## src/logic/irq_cfg_defs.svh

```systemverilog
// Register offsets, field positions and reset values of the interrupt enable and priority block.
`ifndef IRQ_CFG_DEFS_SVH
`define IRQ_CFG_DEFS_SVH
`define OFS_ENABLE_3     8'h00
`define OFS_ENABLE_4     8'h04
`define OFS_PRIO_0       8'h08
`define OFS_PRIO_1       8'h0C
`define OFS_PRIO_2       8'h10
`define OFS_PRIO_3       8'h14
`define OFS_REQ_STATUS   8'h18
`define EN3_MASK         16'h21FF
`define EN4_MASK         16'h00F6
`define PRIO_FULL_MASK   16'h7777
`define PRIO3_MASK       16'h0777
`define EN_RESET         16'h0000
`define PRIO_RESET       16'h4444
`define FIELD_W          3
`define FIELD_STRIDE     4
`define LEVEL_OFF        3'h0
`define RESP_OKAY        2'h0
`define RESP_SLVERR      2'h2
`endif

```

## src/logic/irq_cfg_pkg.sv

```systemverilog
// Types shared by the interrupt enable and priority block.
`default_nettype none
package irq_cfg_pkg;
   typedef logic [2:0] level_t;
   typedef enum logic [1:0] {
      RD_IDLE = 2'b00,
      RD_RESP = 2'b01
   } rd_state_t;
endpackage
`default_nettype wire

```

## src/logic/interrupt_enable_priority_regs.sv

```systemverilog
// Interrupt enable registers 3 and 4, priority registers 0 to 3, AXI4-Lite slave and request gating.
//
// Overview of operation
// - A set enable bit passes its source request; a cleared bit blocks it.
// - Both enable registers are readable, writable and reset to zero.
// - Priority code 111 means level 7, the highest level.
// - Codes 001 upward map straight to levels 1 through 7.
// - Priority code 000 disables the source whatever its enable bit says.
// - Unimplemented bits read zero and ignore writes.
// - Each priority field resets to 100, level 4.
// - Enable register 3 holds bits 13, 8 and 7 down to 0 as listed.
// - Enable register 4 holds bits 7 to 4, 2 and 1; others unimplemented.
// - Priority register 0 holds timer1, ocmp1, icap1, ext_irq0 fields.
// - Priority register 1 holds timer2, ocmp2, icap2, dma_ch0 fields.
// - Priority register 2 holds uart1_rx, spi1_event, spi1_err, timer3 fields.
// - Priority register 3 holds dma_ch1, adc1_done, uart1_tx; bits 15-11 unimplemented.
`include "irq_cfg_defs.svh"
`timescale 1ns/1ps
`default_nettype none

module interrupt_enable_priority_regs
   import irq_cfg_pkg::*;
#(
   parameter int ADDR_W = 8
) (
   input  wire logic              ref_clk,
   input  wire logic              rst_n,
   input  wire logic [ADDR_W-1:0] s_axi_awaddr,
   input  wire logic              s_axi_awvalid,
   output logic                   s_axi_awready,
   input  wire logic [31:0]       s_axi_wdata,
   input  wire logic [3:0]        s_axi_wstrb,
   input  wire logic              s_axi_wvalid,
   output logic                   s_axi_wready,
   output logic [1:0]             s_axi_bresp,
   output logic                   s_axi_bvalid,
   input  wire logic              s_axi_bready,
   input  wire logic [ADDR_W-1:0] s_axi_araddr,
   input  wire logic              s_axi_arvalid,
   output logic                   s_axi_arready,
   output logic [31:0]            s_axi_rdata,
   output logic [1:0]             s_axi_rresp,
   output logic                   s_axi_rvalid,
   input  wire logic              s_axi_rready,
   input  wire logic [15:0]       en3Flags,
   input  wire logic [15:0]       en4Flags,
   input  wire logic [15:0]       prioFlags,
   output logic [15:0]            en3Req,
   output logic [15:0]            en4Req,
   output logic [15:0]            prioReq,
   output logic [47:0]            prioReqLevel
);

   // ************************************************************
   // Helper functions
   // ************************************************************

   // Merges written bytes under the strobes and keeps only implemented bits.
   function automatic logic [15:0] merge(input logic [15:0] old, input logic [31:0] wd,
                                         input logic [3:0] st, input logic [15:0] msk);
      logic [15:0] v;
      v = old;
      if (st[0]) begin
         v[7:0] = wd[7:0];
      end
      if (st[1]) begin
         v[15:8] = wd[15:8];
      end
      return v & msk;
   endfunction

   function automatic level_t field(input logic [15:0] r, input int idx);
      return r[idx*`FIELD_STRIDE +: `FIELD_W];
   endfunction

   // ************************************************************
   // Write channel
   // ************************************************************

   logic              awHeld_reg;
   logic              wHeld_reg;
   logic [ADDR_W-1:0] awAddr_reg;
   logic [31:0]       wData_reg;
   logic [3:0]        wStrb_reg;
   logic              bValid_reg;
   logic [1:0]        bResp_reg;
   logic              doWrite;
   logic [15:0]       en3_reg;
   logic [15:0]       en4_reg;
   logic [15:0]       prio0_reg;
   logic [15:0]       prio1_reg;
   logic [15:0]       prio2_reg;
   logic [15:0]       prio3_reg;

   // Address and data are latched separately, so either may arrive first.
   assign s_axi_awready = !awHeld_reg && !bValid_reg;
   assign s_axi_wready  = !wHeld_reg && !bValid_reg;
   assign s_axi_bvalid  = bValid_reg;
   assign s_axi_bresp   = bResp_reg;
   assign doWrite       = awHeld_reg && wHeld_reg && !bValid_reg;

   always_ff @(posedge ref_clk or negedge rst_n) begin
      if (!rst_n) begin
         awHeld_reg <= 1'b0;
         awAddr_reg <= '0;
      end else if (s_axi_awvalid && s_axi_awready) begin
         awHeld_reg <= 1'b1;
         awAddr_reg <= s_axi_awaddr;
      end else if (doWrite) begin
         awHeld_reg <= 1'b0;
      end
   end

   always_ff @(posedge ref_clk or negedge rst_n) begin
      if (!rst_n) begin
         wHeld_reg <= 1'b0;
         wData_reg <= '0;
         wStrb_reg <= '0;
      end else if (s_axi_wvalid && s_axi_wready) begin
         wHeld_reg <= 1'b1;
         wData_reg <= s_axi_wdata;
         wStrb_reg <= s_axi_wstrb;
      end else if (doWrite) begin
         wHeld_reg <= 1'b0;
      end
   end

   // An unmapped offset answers with an error response and touches no register.
   always_ff @(posedge ref_clk or negedge rst_n) begin
      if (!rst_n) begin
         bValid_reg <= 1'b0;
         bResp_reg  <= `RESP_OKAY;
      end else if (doWrite) begin
         bValid_reg <= 1'b1;
         case (awAddr_reg)
            `OFS_ENABLE_3, `OFS_ENABLE_4, `OFS_PRIO_0, `OFS_PRIO_1,
            `OFS_PRIO_2, `OFS_PRIO_3, `OFS_REQ_STATUS: begin
               bResp_reg <= `RESP_OKAY;
            end
            default: begin
               bResp_reg <= `RESP_SLVERR;
            end
         endcase
      end else if (s_axi_bready) begin
         bValid_reg <= 1'b0;
      end
   end

   // ************************************************************
   // Configuration registers
   // ************************************************************

   always_ff @(posedge ref_clk or negedge rst_n) begin
      if (!rst_n) begin
         en3_reg <= `EN_RESET;
         en4_reg <= `EN_RESET;
      end else if (doWrite && awAddr_reg == `OFS_ENABLE_3) begin
         en3_reg <= merge(en3_reg, wData_reg, wStrb_reg, `EN3_MASK);
      end else if (doWrite && awAddr_reg == `OFS_ENABLE_4) begin
         en4_reg <= merge(en4_reg, wData_reg, wStrb_reg, `EN4_MASK);
      end
   end

   always_ff @(posedge ref_clk or negedge rst_n) begin
      if (!rst_n) begin
         prio0_reg <= `PRIO_RESET;
         prio1_reg <= `PRIO_RESET;
         prio2_reg <= `PRIO_RESET;
         prio3_reg <= `PRIO_RESET & `PRIO3_MASK;
      end else if (doWrite) begin
         case (awAddr_reg)
            `OFS_PRIO_0: begin
               prio0_reg <= merge(prio0_reg, wData_reg, wStrb_reg, `PRIO_FULL_MASK);
            end
            `OFS_PRIO_1: begin
               prio1_reg <= merge(prio1_reg, wData_reg, wStrb_reg, `PRIO_FULL_MASK);
            end
            `OFS_PRIO_2: begin
               prio2_reg <= merge(prio2_reg, wData_reg, wStrb_reg, `PRIO_FULL_MASK);
            end
            `OFS_PRIO_3: begin
               prio3_reg <= merge(prio3_reg, wData_reg, wStrb_reg, `PRIO3_MASK);
            end
            default: begin
            end
         endcase
      end
   end

   // ************************************************************
   // Request gating
   // ************************************************************

   // Enable-register sources have their priority fields elsewhere, so only the enable gates them here.
   assign en3Req = en3Flags & en3_reg;
   assign en4Req = en4Flags & en4_reg;

   logic [15:0] reqLive;

   always_comb begin
      logic [63:0] prioCat;
      prioCat = {prio3_reg, prio2_reg, prio1_reg, prio0_reg};
      reqLive = '0;
      prioReqLevel = '0;
      for (int i = 0; i < 16; i++) begin
         if (prioFlags[i] && field(prioCat[i/4*16 +: 16], i % 4) != `LEVEL_OFF) begin
            reqLive[i] = 1'b1;
            prioReqLevel[i*3 +: 3] = field(prioCat[i/4*16 +: 16], i % 4);
         end
      end
   end
   assign prioReq = reqLive;

   // ************************************************************
   // Read channel
   // ************************************************************

   // Read data is registered, so it stands unchanged while rvalid waits for rready.
   rd_state_t   rdState_reg;
   logic [31:0] rData_reg;
   logic [1:0]  rResp_reg;

   assign s_axi_arready = (rdState_reg == RD_IDLE);
   assign s_axi_rvalid  = (rdState_reg == RD_RESP);
   assign s_axi_rdata   = rData_reg;
   assign s_axi_rresp   = rResp_reg;

   always_ff @(posedge ref_clk or negedge rst_n) begin
      if (!rst_n) begin
         rdState_reg <= RD_IDLE;
         rData_reg   <= '0;
         rResp_reg   <= `RESP_OKAY;
      end else begin
         case (rdState_reg)
            RD_IDLE: begin
               if (s_axi_arvalid) begin
                  rdState_reg <= RD_RESP;
                  rResp_reg   <= `RESP_OKAY;
                  case (s_axi_araddr)
                     `OFS_ENABLE_3:   rData_reg <= {16'h0000, en3_reg};
                     `OFS_ENABLE_4:   rData_reg <= {16'h0000, en4_reg};
                     `OFS_PRIO_0:     rData_reg <= {16'h0000, prio0_reg};
                     `OFS_PRIO_1:     rData_reg <= {16'h0000, prio1_reg};
                     `OFS_PRIO_2:     rData_reg <= {16'h0000, prio2_reg};
                     `OFS_PRIO_3:     rData_reg <= {16'h0000, prio3_reg};
                     `OFS_REQ_STATUS: rData_reg <= {16'h0000, prioReq};
                     default: begin
                        rData_reg <= '0;
                        rResp_reg <= `RESP_SLVERR;
                     end
                  endcase
               end
            end
            RD_RESP: begin
               if (s_axi_rready) begin
                  rdState_reg <= RD_IDLE;
               end
            end
            default: begin
               rdState_reg <= RD_IDLE;
            end
         endcase
      end
   end

   // ************************************************************
   // Assertions
   // ************************************************************

   a_en_gate_pass: assert property (@(posedge ref_clk) disable iff (!rst_n)
      en3Req == (en3Flags & en3_reg) && en4Req == (en4Flags & en4_reg))
      else $error("Enable gating mismatch.");

   a_en_reset_zero: assert property (@(posedge ref_clk)
      $rose(rst_n) |-> en3_reg == 16'h0000 && en4_reg == 16'h0000)
      else $error("Enable registers not clear after reset.");

   a_prio_reset_four: assert property (@(posedge ref_clk)
      $rose(rst_n) |-> prio0_reg == 16'h4444 && prio3_reg == 16'h0444)
      else $error("Priority fields not at level four after reset.");

   a_level_seven_out: assert property (@(posedge ref_clk) disable iff (!rst_n)
      (prioFlags[0] && prio0_reg[2:0] == 3'h7) |-> prioReq[0] && prioReqLevel[2:0] == 3'h7)
      else $error("Code 111 not presented as level seven.");

   a_level_one_out: assert property (@(posedge ref_clk) disable iff (!rst_n)
      (prioFlags[4] && prio1_reg[2:0] == 3'h1) |-> prioReq[4] && prioReqLevel[14:12] == 3'h1)
      else $error("Code 001 not presented as level one.");

   a_zero_disables: assert property (@(posedge ref_clk) disable iff (!rst_n)
      (prio2_reg[14:12] == 3'h0) |-> !prioReq[11] && prioReqLevel[35:33] == 3'h0)
      else $error("Disabled source still requests.");

   a_unimpl_zero: assert property (@(posedge ref_clk) disable iff (!rst_n)
      (en3_reg & ~16'h21FF) == 16'h0000 && (en4_reg & ~16'h00F6) == 16'h0000
      && (prio0_reg & 16'h8888) == 16'h0000 && prio3_reg[15:11] == 5'h00
      && (prio1_reg & 16'h8888) == 16'h0000 && (prio2_reg & 16'h8888) == 16'h0000)
      else $error("Unimplemented bit holds a one.");

   a_en3_write: assert property (@(posedge ref_clk) disable iff (!rst_n)
      (doWrite && awAddr_reg == 8'h00 && wStrb_reg == 4'hF) |=> en3_reg == ($past(wData_reg[15:0]) & 16'h21FF))
      else $error("Enable register 3 write lost.");

   a_en4_write: assert property (@(posedge ref_clk) disable iff (!rst_n)
      (doWrite && awAddr_reg == `OFS_ENABLE_4 && wStrb_reg == 4'hF)
      |=> en4_reg == ($past(wData_reg[15:0]) & `EN4_MASK))
      else $error("Enable register 4 write lost.");

   a_prio0_write: assert property (@(posedge ref_clk) disable iff (!rst_n)
      (doWrite && awAddr_reg == `OFS_PRIO_0 && wStrb_reg == 4'hF)
      |=> prio0_reg == ($past(wData_reg[15:0]) & `PRIO_FULL_MASK))
      else $error("Priority register 0 write lost.");

   a_prio1_write: assert property (@(posedge ref_clk) disable iff (!rst_n)
      (doWrite && awAddr_reg == `OFS_PRIO_1 && wStrb_reg == 4'hF)
      |=> prio1_reg == ($past(wData_reg[15:0]) & `PRIO_FULL_MASK))
      else $error("Priority register 1 write lost.");

   a_prio2_write: assert property (@(posedge ref_clk) disable iff (!rst_n)
      (doWrite && awAddr_reg == `OFS_PRIO_2 && wStrb_reg == 4'hF)
      |=> prio2_reg == ($past(wData_reg[15:0]) & `PRIO_FULL_MASK))
      else $error("Priority register 2 write lost.");

   a_prio3_write: assert property (@(posedge ref_clk) disable iff (!rst_n)
      (doWrite && awAddr_reg == 8'h14 && wStrb_reg == 4'hF) |=> prio3_reg == ($past(wData_reg[15:0]) & 16'h0777))
      else $error("Priority register 3 write lost.");

   a_write_resp: assert property (@(posedge ref_clk) disable iff (!rst_n)
      doWrite |=> s_axi_bvalid)
      else $error("Write response missing.");

   a_bad_write_resp: assert property (@(posedge ref_clk) disable iff (!rst_n)
      (doWrite && awAddr_reg > `OFS_REQ_STATUS) |=> s_axi_bresp == `RESP_SLVERR)
      else $error("Unmapped write not refused.");

   a_read_answer: assert property (@(posedge ref_clk) disable iff (!rst_n)
      (s_axi_arvalid && s_axi_arready) |=> s_axi_rvalid)
      else $error("Read response missing.");

   a_read_status: assert property (@(posedge ref_clk) disable iff (!rst_n)
      (s_axi_arvalid && s_axi_arready && s_axi_araddr == `OFS_REQ_STATUS)
      |=> s_axi_rdata == {16'h0000, $past(prioReq)})
      else $error("Request status read wrong.");

   c_write_done: cover property (@(posedge ref_clk) disable iff (!rst_n) s_axi_bvalid && s_axi_bready);
   c_read_done: cover property (@(posedge ref_clk) disable iff (!rst_n) s_axi_rvalid && s_axi_rready);
   c_req_seven: cover property (@(posedge ref_clk) disable iff (!rst_n) prioReq[0] && prioReqLevel[2:0] == 3'h7);
   c_bad_addr: cover property (@(posedge ref_clk) disable iff (!rst_n) s_axi_rvalid && s_axi_rresp == 2'h2);
   c_all_live: cover property (@(posedge ref_clk) disable iff (!rst_n) prioReq == 16'h7FFF);

endmodule // interrupt_enable_priority_regs
`default_nettype wire

```

## config.mk

```make
export PLATFORM = sky130hd
export DESIGN_NAME = interrupt_enable_priority_regs
export DESIGN_NICKNAME = d
export VERILOG_FILES = /design/src/logic/irq_cfg_pkg.sv /design/src/logic/interrupt_enable_priority_regs.sv
export VERILOG_INCLUDE_DIRS = /design/src /design/src/logic
export SDC_FILE = /design/constraint.sdc
export NUM_CORES = 1
export LEC_CHECK = 0
export BUFFER_PORTS_ARGS = -buffer_cell sky130_fd_sc_hd__buf_4
export CORE_ASPECT_RATIO = 0.6
export CORE_MARGIN = 1.5
export CORE_UTILIZATION = 30
export DETAILED_ROUTE_END_ITERATION = 6
export PLACE_DENSITY_LB_ADDON = 0.12
export SLEW_MARGIN = 5
export SYNTH_ARGS = -nofsm -noshare
export SYNTH_HDL_FRONTEND = slang
export SYNTH_SLANG_ARGS = --single-unit
```

## constraint.sdc

```tcl
create_clock -name ref_clk -period 5.9 [get_ports ref_clk]
set_input_delay 0.295 -clock ref_clk [delete_from_list [all_inputs] [get_ports ref_clk]]
set_output_delay 0.295 -clock ref_clk [all_outputs]
set_load 0.01 [all_outputs]
```

==> results of run 1 <==
-- worst max-delay path, cell delays in order, from the launching register on --
cell,delay (ns)
dfrtp_1,0.38
or4_4,0.56
nor3_4,0.31
and3b_1,0.25
and3_1,0.38
mux2_2,0.38
-- how the worst max path moves through the flow --
| stage | cells after the start | to | startpoint |
|---|---|---|---|
| floorplan | 6 | prio1_reg[0] | awAddr_reg[0] |
| global placement | 6 | s_axi_rdata[9] | s_axi_araddr[5] |
| detailed placement | 6 | s_axi_rdata[9] | s_axi_araddr[5] |
| CTS | 5 | prio1_reg[1] | awAddr_reg[0] |
| global route | 5 | prio1_reg[1] | awAddr_reg[0] |
| finish | 5 | prio1_reg[0] | awAddr_reg[0] |
-- cell families (layout without fill, tap and decap cells) --
group / after synthesis / count (layout)
compound gates: 77 / 77
mux: 96 / 96
flops: 106 / 106
simple gates: 141 / 141
buf+inv: 57 / 187
other cells: 1 / 39
-- synthesized netlist by cell type (all sizes together) (6+ instances only) --
cell type / number / area share, %
nor2: 12 / 0.81
nand3: 6 / 0.54
and2: 65 / 7.4
buf: 44 / 5.7
a22oi: 14 / 1.9
nor2b: 14 / 1.6
o31a: 15 / 2.4
mux2: 86 / 18
o21ai: 11 / 1.0
mux2i: 10 / 1.8
dfstp: 15 / 7.1
a22o: 8 / 1.3
nor3: 8 / 0.93
nand2: 20 / 1.4
nand4: 6 / 0.68
dfrtp: 91 / 41
clkbuf: 11 / 0.75
-- timing repair --
action | CTS | global route
endpoints found under the hold margin | 21 | 0
hold buffers | 1 | 0
setup endpoints to repair | 0 | 0
-- per-stage QoR --
stage / utilization, % / std cells / hold WS, ns / area [sq um] / total power, mW
floorplan: - / 516 / -0.000591 / 5670 / 1.35
global placement: 38.0 / 869 / 0.228 / 6870 / 1.60
detailed placement: 38.0 / 869 / 0.232 / 6870 / 1.62
CTS: 39.9 / 886 / 0.109 / 7210 / 2.28
global route: 39.9 / 886 / 0.109 / 7210 / 2.38
finish: 39.9 / 886 / 0.118 / 7210 / 2.26
-- metal layers --
| layer | part of all wire [%] | vias to the layer above | wire (um) | global-route usage [%] |
|---|---|---|---|---|
| met5 | 0 | - | 0 | 0 |
| met1 | 51 | 2141 | 8590 | 27.9 |
| met4 | 0.50 | 0 | 83 | 2.92 |
| met3 | 7.9 | 13 | 1320 | 4.04 |
| met2 | 40 | 164 | 6760 | 24.4 |
| li1 | - | 1983 | - | - |
-- power by group through the flow --
stage               clock [mW]  combinational (mW)  sequential [mW]
floorplan                    0               0.347             1.00
global placement             0               0.509             1.09
detailed placement           0               0.521             1.10
CTS                      0.671               0.522             1.09
global route             0.698               0.565             1.12
finish                   0.655               0.514             1.09
-- final cells by class --
type / count / area [sq um]
clock inverter: 4 / 76.3
fill: 1802 / 10900
tap: 240 / 300
multi-input combinational: 353 / 2630
sequential: 106 / 2670
inverter: 2 / 7.51
clock buffer: 12 / 246
timing repair buffer: 169 / 1270
==> out/results.txt, run 1 <==
result of the run = complete, no violations
static power due to leakage = 3.49 nW
total via count in the routed design = 4301
post-synthesis sequential area ratio = 48.3%
share of flip-flops with an asynchronous set or reset after synthesis = 100%
post-DR vias/cell = 4.85
CP arrival = 2.63 ns
aggregate routed wire length = 16.8 mm
Tcrit/Tclk final = 40.5%
gpl congestion = 0.762
required time reported for the critical path endpoint = 6.13 ns
YS warnings = 0
Area growth syn-to-layout = 30.4%
Max-Cap Viols = 0
min setup slack post-route = 3.51 ns
count of cells along the worst register-to-register path = 5
setup repair after global routing missed its margin = false
TritonCTS clock tree = built
standard cell core area = 18100 sq um
Hold Path Sink = s_axi_bvalid
Synth Flop Type = dfrtp_1
count of port buffers added during placement = 167
origin of the worst min-delay path = s_axi_bready
number of flip-flops and latches in the synthesized netlist = 106
antenna diode instance count = 0
CP endpoint kind = register
root buffer cell = clkbuf_16
dominant combinational cell family by area after synthesis = multiplexers
Post-DRT Antenna Nets = 0
worst min-delay path class = in2reg
number of buffers inserted by post-CTS setup repair = 0
final setup violation count = 0
flip-flop count of the largest register after layout = 15
Synth Area per Inst = 11.6 sq um
EDFF count, synth = 0
headroom to the max-slew limit = 30.7%
combinational fraction of design power = 22.8%
simple logic cell fraction of the synthesized area = 14.8%
Synth cell types = 45
DIE WIDTH = 178 um
clock net sink count = 106
Slew Viols, Final = 0
wire length of the first global-routing pass = 25.2 mm
sort of element at the start of the critical path = register
shortest clock period the worst path allows after layout = 2.39 ns
startpoint of the most critical register-to-register path = awAddr_reg[0]
synthesized instance count = 478
die footprint = 19300 sq um
proportion of power drawn by the clock network = 29.0%
Post-Route Setup TNS = 0 ns
final layout net count = 748
vertical die dimension = 108 um
cell row count = 38
global routing usage summed across all routing layers = 17.7%
I/O pin count = 244
DR DRC count = 0
endpoint of the lowest-slack register-to-register path = prio1_reg[0]
highest achievable clock rate = 418 MHz
Starting Density = 30.6%
start-to-end type of the worst setup path = reg2reg
largest net degree at the start of global routing = 80
power per cell area = 313 nW/um^2
adder and majority gate portion of the synthesized area = 0%
Register-to-Register Setup Slack = 3.51 ns
switching power = 0.702 mW
vias in the first global route = 4143
largest fanout on the critical path = 9
Reg power frac = 48.2%
endpoints failing hold = 0
initial antenna violation count = 0
First DRT Iteration DRCs = 211
switching power share of the total = 31.1%
Layout Skew = 0.0128 ns
CTS resizes = 0
most used cells in the layout excluding fill and tap cells = buf_4, dfrtp_1, mux2_2
worst voltage drop across the vdd grid = 0.171 mV
post-synthesis compound-gate area fraction = 10.9%
average detailed-routed wire length per instance = 18.9 um
Max Buffers Root-to-Sink = 2
fraction of layout instances using a drive strength above 1 = 44.3%
length of the first detailed-routing pass in iterations = 5
number of instances on the worst hold path = 2
cell-internal power = 1.55 mW
HPWL reported at the end of detailed placement = 13.0 mm
grt ovf = 0
parity-gate share of the synthesized area counting xor and xnor cells = 0%
leading cell type in the layout, fill and taps excluded = buf_4
Worst-Margin Slew = 1.04 ns
clock-pin slew on the worst setup and hold paths = 0.08 ns
setup slack at placement = 3.34 ns
worst-skew pair later-pin latency = 0.35 ns
number of buffers added by the clock tree synthesis step = 9
multiplexer fraction of the synthesized cell area = 19.3%
H-tree levels = 3
cell area after synthesis = 5530 sq um
(Power assumes the default switching activity.)
==> inputs of run 2 (changes only) <==
clock period = 2.08 ns   (was 5.9 ns; I/O delays follow)
==> run 2 against run 1 <==
  * Combinational power grew to 3.1 times the previous value
  * Utilization increased by 2.4 points
  * Sequential power rose to 2.8 times the previous value
  * Power rose to 2.8 times the previous value
  * Clock power rose to 2.5 times the previous value
  * Flip-flop and latch count did not move
  * Critical endpoint is now prio0_reg[0]
  * Largest cell class unchanged
  * Largest power group unchanged
  * Highest routed layer unchanged
==> out/results.txt, run 2 (synthesis gave the netlist of run 1 again) <==
clock net sink count = 106
vertical die dimension = 108 um
global routing usage summed across all routing layers = 18.0%
static power due to leakage = 3.70 nW
initial antenna violation count = 0
fraction of layout instances using a drive strength above 1 = 44.9%
root buffer cell = clkbuf_16
Max Buffers Root-to-Sink = 2
worst-path cell chain = or4_4, nor3_4, and3b_2, nand2_1, mux2_2
clock-pin slew on the worst setup and hold paths = 0.07 ns
Area growth syn-to-layout = 38.3%
HPWL reported at the end of detailed placement = 13.5 mm
highest metal layer with signal wires = met4
power per cell area = 824 nW/um^2
required time reported for the critical path endpoint = 2.31 ns
vias in the first global route = 4330
met2 WL post-DR = 6.93 mm
Tcrit/Tclk final = 98.8%
Starting Density = 30.6%
TritonCTS clock tree = built
CP endpoint kind = register
shortest clock period the worst path allows after layout = 2.05 ns
final setup violation count = 0
endpoints failing hold = 0
die footprint = 19300 sq um
highest achievable clock rate = 487 MHz
length of the first detailed-routing pass in iterations = 4
start-to-end type of the worst setup path = reg2reg
startpoint of the most critical register-to-register path = awAddr_reg[0]
CP arrival = 2.29 ns
worst-skew pair later-pin latency = 0.35 ns
worst voltage drop across the vdd grid = 0.434 mV
cell row count = 38
number of buffers added by the clock tree synthesis step = 9
Layout Skew = 0.00931 ns
met1 wire length = 9.02 mm
Detail Route met3 WL = 1.27 mm
I/O pin count = 244
source of the critical timing path = awAddr_reg[0]
origin of the worst min-delay path = s_axi_awvalid
flip-flop count of the largest register after layout = 15
Worst-Margin Slew = 0.724 ns
setup repair after global routing missed its margin = true
First DRT Iteration DRCs = 233
final layout net count = 797
placed instance count = 892
grt ovf = 0
H-tree levels = 3
aggregate routed wire length = 17.3 mm
average detailed-routed wire length per instance = 18.5 um
delay of the slowest cell on the worst path = 0.56 ns
DR DRC count = 0
master of the slowest instance on the critical path = or4_4
final instance count without filler cells = 936
number of instances on the worst hold path = 3
Slew Viols, Final = 0
headroom to the max-slew limit = 51.8%
Total Power Consumption = 6.30 mW
DIE WIDTH = 178 um
Post-DRT Antenna Nets = 0
total via count in the routed design = 4476
largest fanout on the critical path = 6
largest net degree at the start of global routing = 53
wire length of the first global-routing pass = 25.6 mm
sort of element at the start of the critical path = register
standard cell core area = 18100 sq um
post-DR vias/cell = 4.78
result of the run = complete, no violations
Max-Cap Viols = 0
gpl congestion = 0.794
count of port buffers added during placement = 167
most used cells in the layout excluding fill and tap cells = buf_4, dfrtp_1, mux2_2
count of cells along the worst register-to-register path = 5
leading cell type in the layout, fill and taps excluded = buf_4
worst min-delay path class = in2reg
-- run 2: cell types whose count changed in the layout (fill, tap and decap cells not counted), sizes merged --
| cell | change |
|---|---|
| dlygate4sd3 | +26 |
| buf | +23 |
| bufinv | -2 |
| inv | +2 |
| clkbuf | -1 |
| clkinv | +1 |
| diode | +1 |
-- run 2: final timing paths --
path,to,slack (ns)
setup / recovery,prio0_reg[0],0.03
hold / removal,awHeld_reg,0.14
setup reg to reg,prio0_reg[0],0.03
hold reg to reg,s_axi_rdata[10],0.50
max in group asynchronous,prio2_reg[6],1.01
min in group asynchronous,en3_reg[5],0.35
-- run 2: power breakdown --
| part | internal, mW | switching, mW |
|---|---|---|
| logic | 0.891 | 0.682 |
| clock network | 0.855 | 0.780 |
| registers | 2.51 | 0.583 |
-- run 2: routing by layer --
| layer | vias up | global-route usage [%] |
|---|---|---|
| li1 | 2088 | - |
| met4 | 0 | 3.27 |
| met3 | 11 | 4.47 |
| met1 | 2214 | 28.1 |
| met5 | - | 0 |
| met2 | 163 | 24.6 |
-- run 2: per-stage QoR --
| stage | util (%) | area (sq um) | TNS, ns | setup WS (ns) | hold WS, ns |
|---|---|---|---|---|---|
| after floorplan | - | 5670 | -0.0544 | -0.0136 | -0.192 |
| after global placement | 39.2 | 7080 | -0.0821 | -0.0221 | 0.204 |
| after detailed placement | 39.2 | 7080 | -0.216 | -0.0533 | 0.211 |
| after CTS | 42.3 | 7650 | -0.0894 | -0.0252 | 0.127 |
| after global routing | 42.3 | 7640 | -0.160 | -0.0253 | 0.172 |
| final | 42.3 | 7640 | 0 | 0.0254 | 0.138 |
-- run 2: area by class of cell --
class                           count  area (sq um)
Timing Repair Buffer              218          1740
Inverter                            2          7.51
Clock inverter                      5          38.8
Antenna cell                        1          2.50
Multi-Input combinational cell    353          2640
Clock buffer                       11           243
Fill cell                        1750         10400
Tap cell                          240           300
Sequential cell                   106          2670
-- run 2: timing repair --
action	CTS	global route
setup buffers	0	1
endpoints found under the setup margin	6	12
endpoints found under the hold margin	67	0
gates resized for setup	3	0
hold buffers	27	0
-- run 2: worst max-delay path, delay by kind of cell, from the launching register on --
family | cells | cell delay, ns
DFF | 1 | 0.38
and+or+nand+nor | 4 | 1.20
muxes | 1 | 0.36
==> inputs of run 3 (changes only) <==
ABC_AREA = 1   (was default)
==> run 3 against run 2 <==
  * Utilization decreased by 1.7 points
  * Cell area is 1.3% higher
  * Sequential share of layout area fell by 0.45 points
  * Power is 11% higher
  * Sequential power fell by 1%
==> out/results.txt, run 3 <==
result of the run = complete, no violations
TritonCTS clock tree = built
Synth Flop Type = dfrtp_1
master of the slowest instance on the critical path = dfstp_2
setup repair after global routing missed its margin = false
First DRT Iteration DRCs = 432
Hold WS = 0.00637 ns
vias in the first global route = 5014
commonest cells in the netlist = nand2_1, inv_1, dfrtp_1, nor2_1, nand3_1
Final Util = 40.6%
CP endpoint kind = output port
Max Buffers Root-to-Sink = 2
final std cell area, no fill = 7740 sq um
clock-pin slew on the worst setup and hold paths = 0.08 ns
antenna diode instance count = 0
Post-DRT Antenna Nets = 0
Total Power Consumption = 6.96 mW
min setup slack post-route = 0.222 ns
Starting Density = 30.6%
total via count in the routed design = 5368
endpoints failing hold = 0
I/O pin count = 244
worst min-delay path class = in2reg
vertical die dimension = 111 um
Reg power frac = 43.9%
Max-Cap Viols = 0
startpoint of the most critical register-to-register path = awAddr_reg[5]
post-DR vias/cell = 4.34
start-to-end type of the worst setup path = reg2out
most numerous cell in the Yosys netlist = nand2_1
worst voltage drop across the vdd grid = 0.628 mV
CP arrival = 1.75 ns
DR DRC count = 0
flip-flop count of the largest register after layout = 15
die footprint = 20400 sq um
most used cells in the layout excluding fill and tap cells = nand2_1, buf_4, inv_1
Layout Skew = 0.0107 ns
standard cell core area = 19100 sq um
post-synthesis cell type with the largest combined area = dfrtp_1
YS warnings = 0
combinational fraction of design power = 31.2%
root buffer cell = clkbuf_16
largest net degree at the start of global routing = 40
origin of the worst min-delay path = s_axi_awaddr[3]
worst-skew pair later-pin latency = 0.35 ns
post-synthesis sequential area ratio = 45.7%
cell row count = 39
gpl congestion = 0.844
final setup violation count = 0
cell area reported after detailed placement = 7240 sq um
switching power share of the total = 37.8%
Worst-Margin Slew = 0.568 ns
highest achievable clock rate = 538 MHz
share of flip-flops with an asynchronous set or reset after synthesis = 100%
placed instance count = 1200
worst-path cell chain = nor2_1, a21boi_0, and2_1, buf_4
wire length of the first global-routing pass = 29.0 mm
cell-internal power = 4.33 mW
final layout net count = 1073
DIE WIDTH = 183 um
cell area after synthesis = 5850 sq um
aggregate routed wire length = 18.6 mm
CTS resizes = 0
fraction of layout instances using a drive strength above 1 = 26.5%
length of the first detailed-routing pass in iterations = 5
count of buffer and inverter cells on the critical path = 1
Synth Area per Inst = 7.49 sq um
cell class contributing the biggest share of worst-path delay = flip-flops
share of Yosys cell area claimed by the top area cell type = 39.0%
setup slack at placement = 0.472 ns
grt ovf = 0
sort of element at the start of the critical path = register
HPWL reported at the end of detailed placement = 14.4 mm
Slew Viols, Final = 0
headroom to the max-slew limit = 62.0%
number of buffers added by the clock tree synthesis step = 9
average detailed-routed wire length per instance = 15.0 um
proportion of power drawn by the clock network = 24.9%
Area growth syn-to-layout = 32.5%
initial antenna violation count = 0
number of flip-flops and latches in the synthesized netlist = 106
EDFF count, synth = 0
delay of the slowest cell on the worst path = 0.58 ns
H-tree levels = 3
leading cell type in the layout, fill and taps excluded = nand2_1
synthesized instance count = 780
clock net sink count = 106
shortest clock period the worst path allows after layout = 1.86 ns
largest fanout on the critical path = 4
static power due to leakage = 4.28 nW
global routing usage summed across all routing layers = 18.7%
Tcrit/Tclk final = 89.3%
switching power = 2.63 mW
final instance count without filler cells = 1237
leading cell types by total area after synthesis = dfrtp_1, nand2_1, dfstp_2
power per cell area = 899 nW/um^2
required time reported for the critical path endpoint = 1.98 ns
Synth cell types = 30
Post-Route Setup TNS = 0 ns
count of port buffers added during placement = 167
source of the critical timing path = prio2_reg[2]
run 3: logic make-up (layout without fill, tap and decap cells):
| family | Yosys count | in the layout | synth area share, % |
|---|---|---|---|
| buffers and inverters | 171 | 324 | 14.4 |
| flip-flops | 106 | 106 | 45.7 |
| AND/OR/NAND/NOR | 391 | 391 | 28.0 |
| other | 1 | 39 | 0.0642 |
| multiplexers | 7 | 7 | 1.35 |
| AO/OA/AOI/OAI | 104 | 104 | 10.5 |
run 3: worst register-to-register path, delay by kind of cell, from the launching register on:
| family | cells | cell delay, ns |
|---|---|---|
| AOI/OAI and AO/OA | 1 | 0.07 |
| DFF | 1 | 0.40 |
| and+or+nand+nor | 5 | 1.02 |
run 3: power by group through the flow:
stage | Sequential [mW] | Clock, mW | Combinational [mW]
after global placement | 3.09 | 0 | 2.14
after global routing | 3.12 | 1.86 | 2.45
after floorplan | 2.93 | 0 | 1.33
final | 3.05 | 1.74 | 2.17
after CTS | 3.05 | 1.79 | 2.20
after detailed placement | 3.09 | 0 | 2.16
run 3: final timing paths:
check,cells after the start,slack [ns],endpoint
worst min-delay path,3,0.006,awAddr_reg[3]
max in group asynchronous,3,1.20,prio2_reg[14]
worst max-delay path,4,0.22,prioReqLevel[24]
min in group asynchronous,2,0.20,en4_reg[5]
worst min register to register,2,0.48,s_axi_rdata[9]
worst max register to register,6,0.46,prio2_reg[5]
run 3: cell type report:
cell class,count,area [sq um]
well taps,266,333
flip-flops and latches,106,2670
multi-input cells,541,2480
inverters,109,409
fillers,2053,11300
repair buffers,199,1560
clock inverters,6,57.6
clock buffers,10,239
run 3: what timing repair did:
item | 4_1_cts | 5_1_grt
hold buffers | 21 | 0
buffers inserted | 0 | 0
endpoints found under the setup margin | 0 | 0
endpoints found under the hold margin | 67 | 0
run 3: routing by layer:
| layer | vias to the layer above | global-route usage [%] | routed length, um |
|---|---|---|---|
| li1 | 2706 | - | - |
| met1 | 2499 | 30.2 | 10300 |
| met2 | 154 | 25.6 | 7320 |
| met3 | 9 | 3.48 | 888 |
| met4 | 0 | 2.90 | 81 |
| met5 | - | 0 | 0 |
